### src/mbr_pkg.sv
// Purpose: Shared constants, types and helpers for the serial register-access slave.
// Assumes: One clock; characters arrive as one-cycle strobes from a UART on that clock.
// Notes: Register window is a small contiguous block of 16-bit words.
package mbr_pkg;
  // Framing and hex digit characters
  localparam logic [7:0] CH_COLON = 8'h3a;
  localparam logic [7:0] CH_CR = 8'h0d;
  localparam logic [7:0] CH_LF = 8'h0a;
  localparam logic [7:0] CH_0 = 8'h30;
  localparam logic [7:0] CH_9 = 8'h39;
  localparam logic [7:0] CH_A_UP = 8'h41;
  localparam logic [7:0] CH_F_UP = 8'h46;
  localparam logic [7:0] CH_A_LO = 8'h61;
  localparam logic [7:0] CH_F_LO = 8'h66;
  localparam logic [3:0] NIB_TEN = 4'ha;
  // Function codes
  localparam logic [7:0] FC_RD = 8'h03;
  localparam logic [7:0] FC_WR1 = 8'h06;
  localparam logic [7:0] FC_WRN = 8'h10;
  localparam logic [7:0] FC_RW = 8'h17;
  // Register window
  localparam logic [15:0] REG_BASE = 16'h0040;
  localparam logic [15:0] REG_SPAN = 16'h0020;
  localparam int REG_NUM = 32;
  localparam logic [15:0] MAX_QTY = 16'h0008;
  localparam logic [15:0] ONE_QTY = 16'h0001;
  localparam logic [4:0] IX_TEMP_INT = 5'h00;
  localparam logic [4:0] IX_TEMP_EXT = 5'h01;
  localparam logic [4:0] IX_TEMP_AVG = 5'h02;
  localparam logic [4:0] IX_TARGET = 5'h11;
  localparam logic [4:0] IX_OFFSET = 5'h12;
  // Request byte positions
  localparam int BUF_N = 32;
  localparam logic [4:0] OF_SLAVE = 5'h00;
  localparam logic [4:0] OF_FC = 5'h01;
  localparam logic [4:0] OF_A_HI = 5'h02;
  localparam logic [4:0] OF_A_LO = 5'h03;
  localparam logic [4:0] OF_Q_HI = 5'h04;
  localparam logic [4:0] OF_Q_LO = 5'h05;
  localparam logic [4:0] OF_S_DAT = 5'h04;
  localparam logic [4:0] OF_W_BC = 5'h06;
  localparam logic [4:0] OF_W_DAT = 5'h07;
  localparam logic [4:0] OF_RW_WA = 5'h06;
  localparam logic [4:0] OF_RW_WQ = 5'h08;
  localparam logic [4:0] OF_RW_BC = 5'h0a;
  localparam logic [4:0] OF_RW_DAT = 5'h0b;
  // Request frame lengths in bytes, LRC included; answer lengths and positions leave the LRC out
  localparam logic [5:0] LEN_FIX = 6'h07;
  localparam logic [5:0] LEN_W_HDR = 6'h08;
  localparam logic [5:0] LEN_RW_HDR = 6'h0c;
  localparam logic [5:0] RSP_RD_HDR = 6'h03;
  localparam logic [5:0] RSP_ECHO = 6'h06;
  localparam logic [5:0] RSP_HI_POS = 6'h02;

  typedef struct packed {
    logic valid;
    logic [7:0] ch;
  } mbr_char_t;

  typedef struct packed {
    logic start;
    logic valid;
    logic done;
    logic err;
    logic [7:0] data;
  } mbr_rxev_t;

  typedef enum logic [1:0] {ST_IDLE = 2'b00, ST_EXEC = 2'b01, ST_WR = 2'b10, ST_TX = 2'b11} mbr_st_t;
  typedef enum logic [2:0] {
    P_COLON = 3'b000, P_HI = 3'b001, P_LO = 3'b010, P_CR = 3'b011, P_LF = 3'b100
  } mbr_ph_t;
  typedef enum logic [1:0] {H_IDLE = 2'b00, H_HI = 2'b01, H_LO = 2'b10, H_LF = 2'b11} mbr_hx_t;

  // Returns {valid, nibble}
  function automatic logic [4:0] hex_val(input logic [7:0] c);
    logic [7:0] t;
    t = 8'h00;
    hex_val = 5'h00;
    if (c >= CH_0 && c <= CH_9) begin
      t = c - CH_0;
      hex_val = {1'b1, t[3:0]};
    end else if (c >= CH_A_UP && c <= CH_F_UP) begin
      t = c - CH_A_UP;
      hex_val = {1'b1, t[3:0] + NIB_TEN};
    end else if (c >= CH_A_LO && c <= CH_F_LO) begin
      t = c - CH_A_LO;
      hex_val = {1'b1, t[3:0] + NIB_TEN};
    end
  endfunction

  function automatic logic [7:0] hex_chr(input logic [3:0] n);
    hex_chr = (n < NIB_TEN) ? CH_0 + {4'h0, n} : CH_A_UP + {4'h0, n - NIB_TEN};
  endfunction
endpackage

### src/mbr_hexrx.sv
// Purpose: Turns the character stream into frame start, byte and frame end events.
// Assumes: Characters come from logic on the same clock.
// Notes: A colon restarts a frame at any point, so a broken frame cannot lock it up.
`timescale 1ns/1ps
module mbr_hexrx (
  // Clock and reset
  input wire logic clk,
  input wire logic rstn,
  // Character stream
  input mbr_pkg::mbr_char_t rx,
  // Decoded events
  output mbr_pkg::mbr_rxev_t ev
);
  mbr_pkg::mbr_hx_t st_q, st_d;
  logic [3:0] hi_q, hi_d;
  mbr_pkg::mbr_rxev_t ev_d;
  logic [4:0] hv;

  always_comb begin
    hv = mbr_pkg::hex_val(rx.ch);
    st_d = st_q;
    hi_d = hi_q;
    ev_d = '0;
    if (rx.valid) begin
      if (rx.ch == mbr_pkg::CH_COLON) begin
        ev_d.start = 1'b1;
        st_d = mbr_pkg::H_HI;
      end else begin
        case (st_q)
          mbr_pkg::H_IDLE: st_d = mbr_pkg::H_IDLE;
          mbr_pkg::H_HI: begin
            if (hv[4]) begin
              hi_d = hv[3:0];
              st_d = mbr_pkg::H_LO;
            end else if (rx.ch == mbr_pkg::CH_CR) begin
              st_d = mbr_pkg::H_LF;
            end else begin
              ev_d.err = 1'b1;
              st_d = mbr_pkg::H_IDLE;
            end
          end
          mbr_pkg::H_LO: begin
            // Two hex characters make one byte, high nibble first
            ev_d.valid = hv[4];
            ev_d.err = !hv[4];
            ev_d.data = {hi_q, hv[3:0]};
            st_d = hv[4] ? mbr_pkg::H_HI : mbr_pkg::H_IDLE;
          end
          mbr_pkg::H_LF: begin
            ev_d.done = (rx.ch == mbr_pkg::CH_LF);
            ev_d.err = (rx.ch != mbr_pkg::CH_LF);
            st_d = mbr_pkg::H_IDLE;
          end
          default: st_d = mbr_pkg::H_IDLE;
        endcase
      end
    end
  end

  always_ff @(posedge clk or negedge rstn) begin
    if (!rstn) begin
      st_q <= mbr_pkg::H_IDLE;
      hi_q <= 4'h0;
      ev <= '0;
    end else begin
      st_q <= st_d;
      hi_q <= hi_d;
      ev <= ev_d;
    end
  end
endmodule

### src/mbr_slave.sv
// Purpose: Serial slave that reads and writes 16-bit registers on hex-text requests.
// Assumes: Host is the master; one request at a time, half duplex.
// Notes: Bad frames are dropped silently; no negative answer is built.
`timescale 1ns/1ps
module mbr_slave #(
  parameter logic [7:0] SLAVE_ADDR = 8'h01
) (
  // Clock and reset
  input wire logic clk,
  input wire logic rstn,
  // Character link
  input mbr_pkg::mbr_char_t rx_in,
  input wire logic tx_ready,
  output mbr_pkg::mbr_char_t tx_out,
  // Sensor values
  input wire logic [15:0] temp_int,
  input wire logic [15:0] temp_ext,
  input wire logic [15:0] temp_avg,
  // Settings
  output logic [15:0] target_temp,
  output logic [15:0] offset_temp
);
  mbr_pkg::mbr_rxev_t ev;
  mbr_pkg::mbr_st_t st_q, st_d;
  mbr_pkg::mbr_ph_t ph_q, ph_d;
  mbr_pkg::mbr_char_t tx_q, tx_d;
  logic rcv_q, rcv_d;
  logic [5:0] cnt_q, cnt_d, ti_q, ti_d, tn_q, tn_d;
  logic [7:0] sum_q, sum_d, tsum_q, tsum_d, fc_q, fc_d, cur;
  logic [7:0] buf_q [mbr_pkg::BUF_N];
  logic [7:0] buf_d [mbr_pkg::BUF_N];
  logic [15:0] regs_q [mbr_pkg::REG_NUM];
  logic [15:0] regs_d [mbr_pkg::REG_NUM];
  logic [4:0] ra_q, ra_d, rq_q, rq_d, wa_q, wa_d, wq_q, wq_d, dof_q, dof_d, wi_q, wi_d;
  logic [4:0] widx, didx;
  logic [15:0] wdata, a1, q1, a2, q2;
  logic ok, is_wr, is_rd, load;
  logic [5:0] roff;
  logic [15:0] rword;

  mbr_hexrx u_hexrx (
    .clk(clk),
    .rstn(rstn),
    .rx(rx_in),
    .ev(ev)
  );

  function automatic logic rng_ok(input logic [15:0] a, input logic [15:0] q);
    rng_ok = (q != 16'h0000) && (q <= mbr_pkg::MAX_QTY) && (a >= mbr_pkg::REG_BASE) &&
             (({1'b0, a} + {1'b0, q}) <= ({1'b0, mbr_pkg::REG_BASE} + {1'b0, mbr_pkg::REG_SPAN}));
  endfunction

  function automatic logic [15:0] rd_word(input logic [4:0] k);
    case (k)
      mbr_pkg::IX_TEMP_INT: rd_word = temp_int;
      mbr_pkg::IX_TEMP_EXT: rd_word = temp_ext;
      mbr_pkg::IX_TEMP_AVG: rd_word = temp_avg;
      default: rd_word = regs_q[k];
    endcase
  endfunction

  // Request checks; address and quantity fields are high byte first
  always_comb begin
    a1 = {buf_q[mbr_pkg::OF_A_HI], buf_q[mbr_pkg::OF_A_LO]};
    q1 = {buf_q[mbr_pkg::OF_Q_HI], buf_q[mbr_pkg::OF_Q_LO]};
    a2 = {buf_q[mbr_pkg::OF_RW_WA], buf_q[mbr_pkg::OF_RW_WA + 5'h01]};
    q2 = {buf_q[mbr_pkg::OF_RW_WQ], buf_q[mbr_pkg::OF_RW_WQ + 5'h01]};
    case (buf_q[mbr_pkg::OF_FC])
      mbr_pkg::FC_RD: ok = (cnt_q == mbr_pkg::LEN_FIX) && rng_ok(a1, q1);
      mbr_pkg::FC_WR1: ok = (cnt_q == mbr_pkg::LEN_FIX) && rng_ok(a1, mbr_pkg::ONE_QTY);
      mbr_pkg::FC_WRN: ok = rng_ok(a1, q1) &&
          (buf_q[mbr_pkg::OF_W_BC] == {q1[6:0], 1'b0}) &&
          (cnt_q == mbr_pkg::LEN_W_HDR + {q1[4:0], 1'b0});
      mbr_pkg::FC_RW: ok = rng_ok(a1, q1) && rng_ok(a2, q2) &&
          (buf_q[mbr_pkg::OF_RW_BC] == {q2[6:0], 1'b0}) &&
          (cnt_q == mbr_pkg::LEN_RW_HDR + {q2[4:0], 1'b0});
      default: ok = 1'b0;
    endcase
    // Sum over every byte including the check byte must be zero
    ok = ok && (buf_q[mbr_pkg::OF_SLAVE] == SLAVE_ADDR) && (sum_q == 8'h00);
  end

  assign is_wr = (fc_q != mbr_pkg::FC_RD);
  assign is_rd = (fc_q == mbr_pkg::FC_RD) || (fc_q == mbr_pkg::FC_RW);
  assign widx = wa_q + wi_q;
  assign didx = dof_q + {wi_q[3:0], 1'b0};
  assign wdata = {buf_q[didx], buf_q[didx + 5'h01]};
  assign load = (st_q == mbr_pkg::ST_TX) && (!tx_q.valid || tx_ready);
  assign roff = ti_q - mbr_pkg::RSP_RD_HDR;

  // Next answer byte
  always_comb begin
    // Part-select of a function result is not portable, so the word is held first
    rword = rd_word(ra_q + roff[5:1]);
    if (ti_q == tn_q) begin
      cur = 8'h00 - tsum_q;
    end else if (!is_rd || ti_q < mbr_pkg::RSP_HI_POS) begin
      cur = buf_q[ti_q[4:0]];
    end else if (ti_q == mbr_pkg::RSP_HI_POS) begin
      cur = {2'b00, rq_q, 1'b0};
    end else begin
      cur = roff[0] ? rword[7:0] : rword[15:8];
    end
  end

  always_comb begin
    st_d = st_q;
    ph_d = ph_q;
    rcv_d = rcv_q;
    cnt_d = cnt_q;
    sum_d = sum_q;
    buf_d = buf_q;
    fc_d = fc_q;
    ra_d = ra_q;
    rq_d = rq_q;
    wa_d = wa_q;
    wq_d = wq_q;
    dof_d = dof_q;
    wi_d = wi_q;
    ti_d = ti_q;
    tn_d = tn_q;
    tsum_d = tsum_q;
    tx_d = tx_q;
    if (tx_ready) begin
      tx_d.valid = 1'b0;
    end
    case (st_q)
      mbr_pkg::ST_IDLE: begin
        if (ev.start) begin
          rcv_d = 1'b1;
          cnt_d = 6'h00;
          sum_d = 8'h00;
        end else if (ev.err) begin
          rcv_d = 1'b0;
        end else if (ev.valid && rcv_q) begin
          // An over-long frame is dropped rather than wrapped
          if (cnt_q == mbr_pkg::BUF_N[5:0]) begin
            rcv_d = 1'b0;
          end else begin
            buf_d[cnt_q[4:0]] = ev.data;
            cnt_d = cnt_q + 6'h01;
            sum_d = sum_q + ev.data;
          end
        end else if (ev.done && rcv_q) begin
          rcv_d = 1'b0;
          st_d = mbr_pkg::ST_EXEC;
        end
      end
      mbr_pkg::ST_EXEC: begin
        fc_d = buf_q[mbr_pkg::OF_FC];
        ra_d = a1[4:0] - mbr_pkg::REG_BASE[4:0];
        rq_d = q1[4:0];
        wi_d = 5'h00;
        ti_d = 6'h00;
        tsum_d = 8'h00;
        ph_d = mbr_pkg::P_COLON;
        wa_d = a1[4:0] - mbr_pkg::REG_BASE[4:0];
        case (buf_q[mbr_pkg::OF_FC])
          mbr_pkg::FC_WR1: begin
            wq_d = mbr_pkg::ONE_QTY[4:0];
            dof_d = mbr_pkg::OF_S_DAT;
          end
          mbr_pkg::FC_WRN: begin
            wq_d = q1[4:0];
            dof_d = mbr_pkg::OF_W_DAT;
          end
          default: begin
            // Combined request writes its second range before reading the first
            wa_d = a2[4:0] - mbr_pkg::REG_BASE[4:0];
            wq_d = q2[4:0];
            dof_d = mbr_pkg::OF_RW_DAT;
          end
        endcase
        if (buf_q[mbr_pkg::OF_FC] == mbr_pkg::FC_RD || buf_q[mbr_pkg::OF_FC] == mbr_pkg::FC_RW) begin
          tn_d = mbr_pkg::RSP_RD_HDR + {q1[4:0], 1'b0};
        end else begin
          tn_d = mbr_pkg::RSP_ECHO;
        end
        if (!ok) begin
          st_d = mbr_pkg::ST_IDLE;
        end else if (buf_q[mbr_pkg::OF_FC] == mbr_pkg::FC_RD) begin
          st_d = mbr_pkg::ST_TX;
        end else begin
          st_d = mbr_pkg::ST_WR;
        end
      end
      mbr_pkg::ST_WR: begin
        wi_d = wi_q + 5'h01;
        if (wi_q == wq_q - 5'h01) begin
          st_d = mbr_pkg::ST_TX;
        end
      end
      mbr_pkg::ST_TX: begin
        if (load) begin
          tx_d.valid = 1'b1;
          case (ph_q)
            mbr_pkg::P_COLON: begin
              tx_d.ch = mbr_pkg::CH_COLON;
              ph_d = mbr_pkg::P_HI;
            end
            mbr_pkg::P_HI: begin
              tx_d.ch = mbr_pkg::hex_chr(cur[7:4]);
              ph_d = mbr_pkg::P_LO;
            end
            mbr_pkg::P_LO: begin
              tx_d.ch = mbr_pkg::hex_chr(cur[3:0]);
              tsum_d = tsum_q + cur;
              ti_d = ti_q + 6'h01;
              ph_d = (ti_q == tn_q) ? mbr_pkg::P_CR : mbr_pkg::P_HI;
            end
            mbr_pkg::P_CR: begin
              tx_d.ch = mbr_pkg::CH_CR;
              ph_d = mbr_pkg::P_LF;
            end
            default: begin
              tx_d.ch = mbr_pkg::CH_LF;
              ph_d = mbr_pkg::P_COLON;
              st_d = mbr_pkg::ST_IDLE;
            end
          endcase
        end
      end
      default: st_d = mbr_pkg::ST_IDLE;
    endcase
  end

  // Register storage; temperature words shadow the sensor inputs on read
  always_comb begin
    regs_d = regs_q;
    if (st_q == mbr_pkg::ST_WR && is_wr) begin
      regs_d[widx] = wdata;
    end
  end

  always_ff @(posedge clk or negedge rstn) begin
    if (!rstn) begin
      st_q <= mbr_pkg::ST_IDLE;
      ph_q <= mbr_pkg::P_COLON;
      tx_q <= '0;
      rcv_q <= 1'b0;
      cnt_q <= 6'h00;
      sum_q <= 8'h00;
      fc_q <= 8'h00;
      {ra_q, rq_q, wa_q, wq_q, dof_q, wi_q} <= '0;
      ti_q <= 6'h00;
      tn_q <= 6'h00;
      tsum_q <= 8'h00;
      for (int i = 0; i < mbr_pkg::BUF_N; i++) begin
        buf_q[i] <= 8'h00;
      end
      for (int i = 0; i < mbr_pkg::REG_NUM; i++) begin
        regs_q[i] <= 16'h0000;
      end
    end else begin
      st_q <= st_d;
      ph_q <= ph_d;
      tx_q <= tx_d;
      rcv_q <= rcv_d;
      cnt_q <= cnt_d;
      sum_q <= sum_d;
      fc_q <= fc_d;
      {ra_q, rq_q, wa_q, wq_q, dof_q, wi_q} <= {ra_d, rq_d, wa_d, wq_d, dof_d, wi_d};
      ti_q <= ti_d;
      tn_q <= tn_d;
      tsum_q <= tsum_d;
      buf_q <= buf_d;
      regs_q <= regs_d;
    end
  end

  assign tx_out = tx_q;
  assign target_temp = regs_q[mbr_pkg::IX_TARGET];
  assign offset_temp = regs_q[mbr_pkg::IX_OFFSET];
endmodule

### config.mk
export PLATFORM = sky130hd
export DESIGN_NAME = mbr_slave
export DESIGN_NICKNAME = d
export VERILOG_FILES = /design/src/mbr_pkg.sv /design/src/mbr_hexrx.sv /design/src/mbr_slave.sv
export SDC_FILE = /design/constraint.sdc
export NUM_CORES = 2
export LEC_CHECK = 0
export BUFFER_PORTS_ARGS = -buffer_cell sky130_fd_sc_hd__buf_4
export CORE_MARGIN = 2
export CORE_UTILIZATION = 30
export CTS_CLUSTER_SIZE = 8
export DETAILED_ROUTE_END_ITERATION = 10
export PLACE_DENSITY = 0.53
export RECOVER_POWER = 50
export SYNTH_ARGS = -nofsm -noshare
export SYNTH_HDL_FRONTEND = slang
export SYNTH_SLANG_ARGS = --single-unit
export TNS_END_PERCENT = 1
### constraint.sdc
create_clock -name clk -period 6.6 [get_ports clk]
set_input_delay 1.32 -clock clk [delete_from_list [all_inputs] [get_ports clk]]
set_output_delay 1.32 -clock clk [all_outputs]
set_load 0.02 [all_outputs]
Word level (Yosys, flattened, before mapping)
Index checks and enable logic that the tools add are counted.

cells by class
  add/subtract/negate cells = 29
  multiply operators = 0
  divide/modulo/power cells = 0
  order comparisons = 24
  equal/unequal tests = 43
  shift operators = 0
  muxes and demuxes = 85
  bitwise operators = 10
  reductions and logical operators = 54

operators with widths
  operator                                                                           count
  512-bit bitwise mux                                                                1
  256-bit bitwise mux                                                                1
  8-bit two-way mux                                                                  20
  8-bit binary-select mux with 5-bit select                                          3
  16-bit binary-select mux with 5-bit select                                         1
  16-bit demux with 5-bit select                                                     1
  17-bit by 7-bit less-or-equal comparator with 1-bit output, second input constant  3
  16-bit two-way mux                                                                 3
  16-bit case mux with 3 select lines                                                1
  6-bit two-way mux                                                                  7
  8-bit demux with 5-bit select                                                      1
  6-bit >= comparator, second input constant                                         6
  5-bit inverter with 6-bit output                                                   6
  16-bit by 16-bit adder with 17-bit output                                          2
  16-bit by 7-bit >= comparator with 1-bit output, second input constant             2
  16-bit by 4-bit less-or-equal comparator with 1-bit output, second input constant  2
  8-bit case mux with 4 select lines                                                 1
  16-bit nonzero test                                                                2
  1-bit logical AND                                                                  25
  8-bit by 5-bit == test with 1-bit output, second input constant                    3
  2-bit two-way mux                                                                  12
  5-bit two-way mux                                                                  4
  5-bit case mux with 2 select lines                                                 2
  6-bit == test                                                                      3
  73 further kinds                                                                   133

word-level totals
  register bits after elaboration = 873
  bits in latches = 0
  RAM bits = 0
  bits in read-only memories = 0
  bits of input ports = 60
  output and inout bits = 41
  word-level logic and storage cells = 333
  memories = 0

Logic depth before layout (Yosys ltp)
  depth after elaboration = 17
  depth in mapped cells = 28
  gate-level depth less buffers = 21

Modules after synthesis
A second synthesis with hierarchy kept.

second synthesis, totals
  cell total of the unflattened synthesis = 3,934
  area, all modules = 46,488.3 µm²

modules (own cells, without submodules)
  module     times used  cells an instance  area each (µm²)  sequential area each (µm²)
  mbr_slave  1           3,845              45,504.9         20,794.9
  mbr_hexrx  1           89                 983.4            450.4

Worst setup path after synthesis
OpenSTA, ideal clock, no wires.

  kind = reg-to-reg
  from = register ti_q[0]
  to = register tsum_q[6]
  library setup time = 0.099 ns
  arrival = 5.559 ns
  required time = 6.501 ns
  path slack = 0.941 ns
  cell stages (with the launch flop) = 26
  path buffers = 8
  clock period less this slack = 5.659 ns
  cell sequence = dfrtp_1 buf_2 buf_4 buf_6 buf_4 buf_4 inv_2 ha_1 inv_1 ha_1 inv_1 fa_1 buf_2 buf_2 buf_1 mux4_2 mux2i_1 mux4_2 a221oi_1 a2111o_1 ha_1 ha_1 a21oi_1 a2bb2oi_1 nor3_1 a311oi_1

on the way
  word-level cells in the longest chain between the ends = 15
  elaborated cells on any way between the ends = 26
  classes of those cells = add/sub (3); order compare (1); eq/ne (4); mux (14); bitwise (2); reduce/logical (2)

ends and longest elaborated chain
  element                                                 line              source
  from (decl)                                             mbr_slave.sv:28   logic [5:0] cnt_q, cnt_d, ti_q, ti_d, tn_q, tn_d;
  from (signal assigned)                                  mbr_slave.sv:263  ti_q <= ti_d;
  6-bit by 2-bit subtractor with 6-bit output             mbr_slave.sv:89   assign roff = ti_q - mbr_pkg::RSP_RD_HDR;
  5-bit adder                                             mbr_slave.sv:94   rword = rd_word(ra_q + roff[5:1]);
  5-bit inverter with 6-bit output (not written as such)  mbr_slave.sv:58   default: rd_word = regs_q[k];
  16-bit binary-select mux with 5-bit select              mbr_slave.sv:58
  16-bit two-way mux (not written as such) (2 in series)  mbr_slave.sv:58
  16-bit case mux with 3 select lines                     mbr_slave.sv:54   case (k)
  8-bit two-way mux                                       mbr_slave.sv:102  cur = roff[0] ? rword[7:0] : rword[15:8];
  8-bit two-way mux                                       mbr_slave.sv:99   end else if (ti_q == mbr_pkg::RSP_HI_POS) begin
  8-bit two-way mux                                       mbr_slave.sv:97   end else if (!is_rd || ti_q < mbr_pkg::RSP_HI_POS) begin
  8-bit two-way mux *                                     mbr_slave.sv:95   if (ti_q == tn_q) begin
  8-bit adder *                                           mbr_slave.sv:207  tsum_d = tsum_q + cur;
  8-bit two-way mux *                                     mbr_slave.sv:196  case (ph_q)
  8-bit two-way mux *                                     mbr_slave.sv:194  if (load) begin
  8-bit case mux with 2 select lines *                    mbr_slave.sv:127  case (st_q)
  to (signal assigned)                                    mbr_slave.sv:265  tsum_q <= tsum_d;
  to (decl)                                               mbr_slave.sv:29   logic [7:0] sum_q, sum_d, tsum_q, tsum_d, fc_q, fc_d, cur;

Every way passes the cells marked *; elsewhere a longest branch is shown, timed or not. The select of a mux whose other input is x is not followed.
A chain may end at the register's enable or synchronous reset.

Worst setup path after layout
  from = register ti_q[1]
  to = register tsum_q[6]

The elaborated chain is that of the path after synthesis.

==> flow_metrics.env <==
export IMPL_status="finished, violations left"
export IMPL_violations="max-capacitance violations, max-slew violations"
export IMPL_power_frac_seq=0.456
export IMPL_synth_edf_count=0
export IMPL_synth_top_cell_area_share=0.461
export IMPL_placed_cell_area_sq_mm=0.0488
export IMPL_clockBufferDepth=3
export IMPL_num_rows=143
export IMPL_crit_fanout=25
export IMPL_area_growth_pct=13.7
export IMPL_antenna_found_initial=3
export IMPL_synth_area_leaders="dfrtp_1, mux4_2, mux2_2"
export IMPL_fp_dieH_um=394
export IMPL_grt_overflow=0
export IMPL_crit_chain="ha_1 -> xnor2_1 -> inv_1 -> fa_4 -> buf_4 -> mux4_2 -> mux2i_1 -> mux4_2 -> a221oi_1 -> a2111o_1 -> ha_1 -> ha_1 -> a21oi_1 -> a2bb2oi_1 -> nor3_1 -> a311oi_1"
export IMPL_slew_headroom=-2.25
export IMPL_clock_fmax_mhz=167
export IMPL_instances_no_fill=5959
export IMPL_path_clk_slew_ns=0.06
export IMPL_netSwitchingFraction=0.249
export IMPL_cts_htree_levels=3
export IMPL_async_flop_share=1.00
export IMPL_synth_cells=3922
export IMPL_p_int_mw=8.63
export IMPL_timing_rr_start="ti_q[1]"
export IMPL_drc_errors=0
export IMPL_synth_avg_cell_area_sq_um=11.6
export IMPL_ys_flop_type="dfrtp_1"
export IMPL_cp_top_family="adder cells"
export IMPL_busiest_layer="met2"
export IMPL_rsz0062_at_grt="no"
export IMPL_vdd_ir_drop_max_uv=203
export IMPL_dpl_hpwl_um=99000
export IMPL_grt_pass1_wl_um=221000
export IMPL_die_area_sq_mm=0.155
export IMPL_hp_start="regs_q[306]"
export IMPL_finalHoldViolCount=0
export IMPL_tightest_slew_ns=4.88
export IMPL_path_common_cell="ha_1"
export IMPL_met2_usage=0.289
export IMPL_required_ns=7.19
export IMPL_n_fill_cell=15000
export IMPL_first_iter_violations=2698
export IMPL_setup_viol=0
export IMPL_vias=32200
export IMPL_max_stage_delay_ns=1.18
export IMPL_grtUsageMet3=0.0479
export IMPL_wl_per_cell_um=24.8
export IMPL_whs_ns=0.472
export IMPL_cts_resized=0
export IMPL_cts_tree="done"
export IMPL_p_sw_mw=2.87
export IMPL_skew_ns=0.0667
export IMPL_wl_um=148000
export IMPL_crit_buf_inv=2
export IMPL_start_util=0.301
export IMPL_synth_distinct_cells=79
export IMPL_drive_above_1_share=0.265
export IMPL_syn_area_sq_mm=0.0456
export IMPL_track_usage=0.189
export IMPL_pin_count=101
export IMPL_post_route_period_util=0.906
export IMPL_port_buffers=99
export IMPL_hold_buffers=0
export IMPL_post_route_min_period_ns=5.98
export IMPL_crit_start="ti_q[1]"
export IMPL_slew_violations=141
export IMPL_met1_usage=0.259
export IMPL_dr_pass1_iters=6
export IMPL_setup_tns_ns=0
export IMPL_grt_pass1_vias=32100
export IMPL_die_w_um=394
export IMPL_cts_root_buf="clkbuf_16"
export IMPL_synth_top_area_cell="dfrtp_1"
export IMPL_cp_arrival_ns=6.57
export IMPL_path_class="flip-flop to flip-flop"
export IMPL_p_clk_frac=0.475
export IMPL_total_power_mw=11.5
export IMPL_power_density_mw_per_mm2=221
export IMPL_dp_cells=5819
export IMPL_ys_warn_count=0
export IMPL_ys_ff_latch=840
export IMPL_holdCritPathClass="flip-flop to flip-flop"
export IMPL_drv_cap=2
export IMPL_clock_sinks=840
export IMPL_detail_route_antenna_nets=0
export IMPL_leakagePower_nw=22.2
export IMPL_seq_area_frac_synth=0.461
export IMPL_syn_num_nets=4073
export IMPL_clock_latency_ns=0.75
export IMPL_worst_path_max_delay_cell="fa_4"
export IMPL_cts_setup_buffers=0
export IMPL_grt_max_degree=150
export IMPL_power_frac_comb=0.069
export IMPL_crit_path_end_kind="flip-flop"
export IMPL_cts_buffers=116
export IMPL_core_area_sq_mm=0.152
export IMPL_nets=4058
export IMPL_startpoint_type="flip-flop"
export IMPL_routabilityCongestion=0.922
export IMPL_avgViaCountPerCell=5.40
export IMPL_final_area_sq_mm=0.0519
## power by group through the flow
stage / clock (mW) / combinational (mW) / sequential [mW]
floorplan: 0 / 0.422 / 5.32
global placement: 0 / 0.790 / 5.32
detailed placement: 0 / 0.793 / 5.33
CTS: 5.59 / 0.799 / 5.24
global route: 5.78 / 0.874 / 5.24
finish: 5.46 / 0.796 / 5.24
## per-stage QoR
stage | worst slack, ns | utilization
after global routing | 0.207 | 0.342
after CTS | 0.637 | 0.343
after global placement | 0.709 | 0.322
after detailed placement | 0.654 | 0.322
final | 0.620 | 0.342
after floorplan | 0.941 | -
## final cells by class
type / count / area [sq um] / area share
Timing Repair Buffer: 213 / 1720 / 0.0331
Antenna cell: 2 / 5.00 / 0.0000964
Tap cell: 2030 / 2540 / 0.0489
Sequential cell: 840 / 21000 / 0.405
Inverter: 57 / 214 / 0.00412
Clock inverter: 7 / 150 / 0.00289
Multi-Input combinational cell: 2679 / 23200 / 0.447
Clock buffer: 131 / 3010 / 0.0580
## cells in the final DEF, fill, tap and decap left out, drive strengths merged, types with 44 or more instances in the layout
master  Yosys  layout
a21oi     310     310
buf       121     206
clkbuf    225     137
dfrtp     840     840
ha         85      85
inv        57      58
mux2      282     282
mux2i     103     103
mux4      358     358
nand2     375     375
nor2      369     369
nor3       47      47
o21ai     316     316
xnor2      44      44
xor2       45      45
## worst paths after layout
path / to / slack [ns] / cells past startpoint
min in group asynchronous: regs_q[66] / 2.63 / 1
hold reg to reg: regs_q[306] / 0.47 / 2
setup / recovery: tsum_q[6] / 0.62 / 16
hold / removal: regs_q[306] / 0.47 / 2
max in group asynchronous: regs_q[344] / 1.18 / 2
setup reg to reg: tsum_q[6] / 0.62 / 16
## worst register-to-register path, cell delays in order (launching register included)
cell	delay [ns]
dfrtp_4	0.61
ha_1	0.30
xnor2_1	0.24
inv_1	0.10
fa_4	1.18
buf_4	0.42
mux4_2	0.35
mux2i_1	0.45
mux4_2	0.40
a221oi_1	0.09
a2111o_1	0.39
ha_1	0.26
ha_1	0.19
a21oi_1	0.24
a2bb2oi_1	0.28
nor3_1	0.09
a311oi_1	0.28
## sequential cells by signal (all words and copies together), names as in the netlist, 12 cells and up, named ones only
signal / cells
a1: 16
a2: 16
buf_q: 224
offset_temp: 16
regs_q: 450
target_temp: 16
u_hexrx.ev: 12
## kinds of logic after synthesis
logic type / Yosys count / synth area share
AO/OA/AOI/OAI: 794 / 0.0990
XOR/XNOR: 89 / 0.0174
adder cells (fa/ha/maj): 91 / 0.0259
buffers and inverters: 403 / 0.0383
flip-flops: 840 / 0.461
multiplexers: 743 / 0.269
other: 1 / 0.0000822
AND/OR/NAND/NOR: 961 / 0.0898
## per-layer routing
layer,vias to the layer above,routed length (um),part of all wire
met5,-,0,0
met4,0,5430,0.037
met3,253,11400,0.077
met2,1145,66900,0.45
met1,16500,63900,0.43
li1,14300,-,-
## cells in the mapped netlist (all sizes together), types with 5 or more instances
| master | count |
|---|---|
| a2111oi | 7 |
| a211oi | 18 |
| a21o | 12 |
| a21oi | 310 |
| a221oi | 8 |
| a22o | 10 |
| a22oi | 11 |
| a311oi | 5 |
| a31oi | 11 |
| and2 | 9 |
| and3 | 14 |
| buf | 121 |
| clkbuf | 225 |
| dfrtp | 840 |
| fa | 6 |
| ha | 85 |
| inv | 57 |
| mux2 | 282 |
| mux2i | 103 |
| mux4 | 358 |
| nand2 | 375 |
| nand2b | 16 |
| nand3 | 39 |
| nand3b | 6 |
| nand4 | 17 |
| nor2 | 369 |
| nor2b | 18 |
| nor3 | 47 |
| nor4 | 19 |
| o21ai | 316 |
| o21bai | 14 |
| o22ai | 23 |
| o31ai | 9 |
| or2 | 6 |
| or3 | 7 |
| xnor2 | 44 |
| xor2 | 45 |
Note: power is estimated with default switching activity, not from simulation.
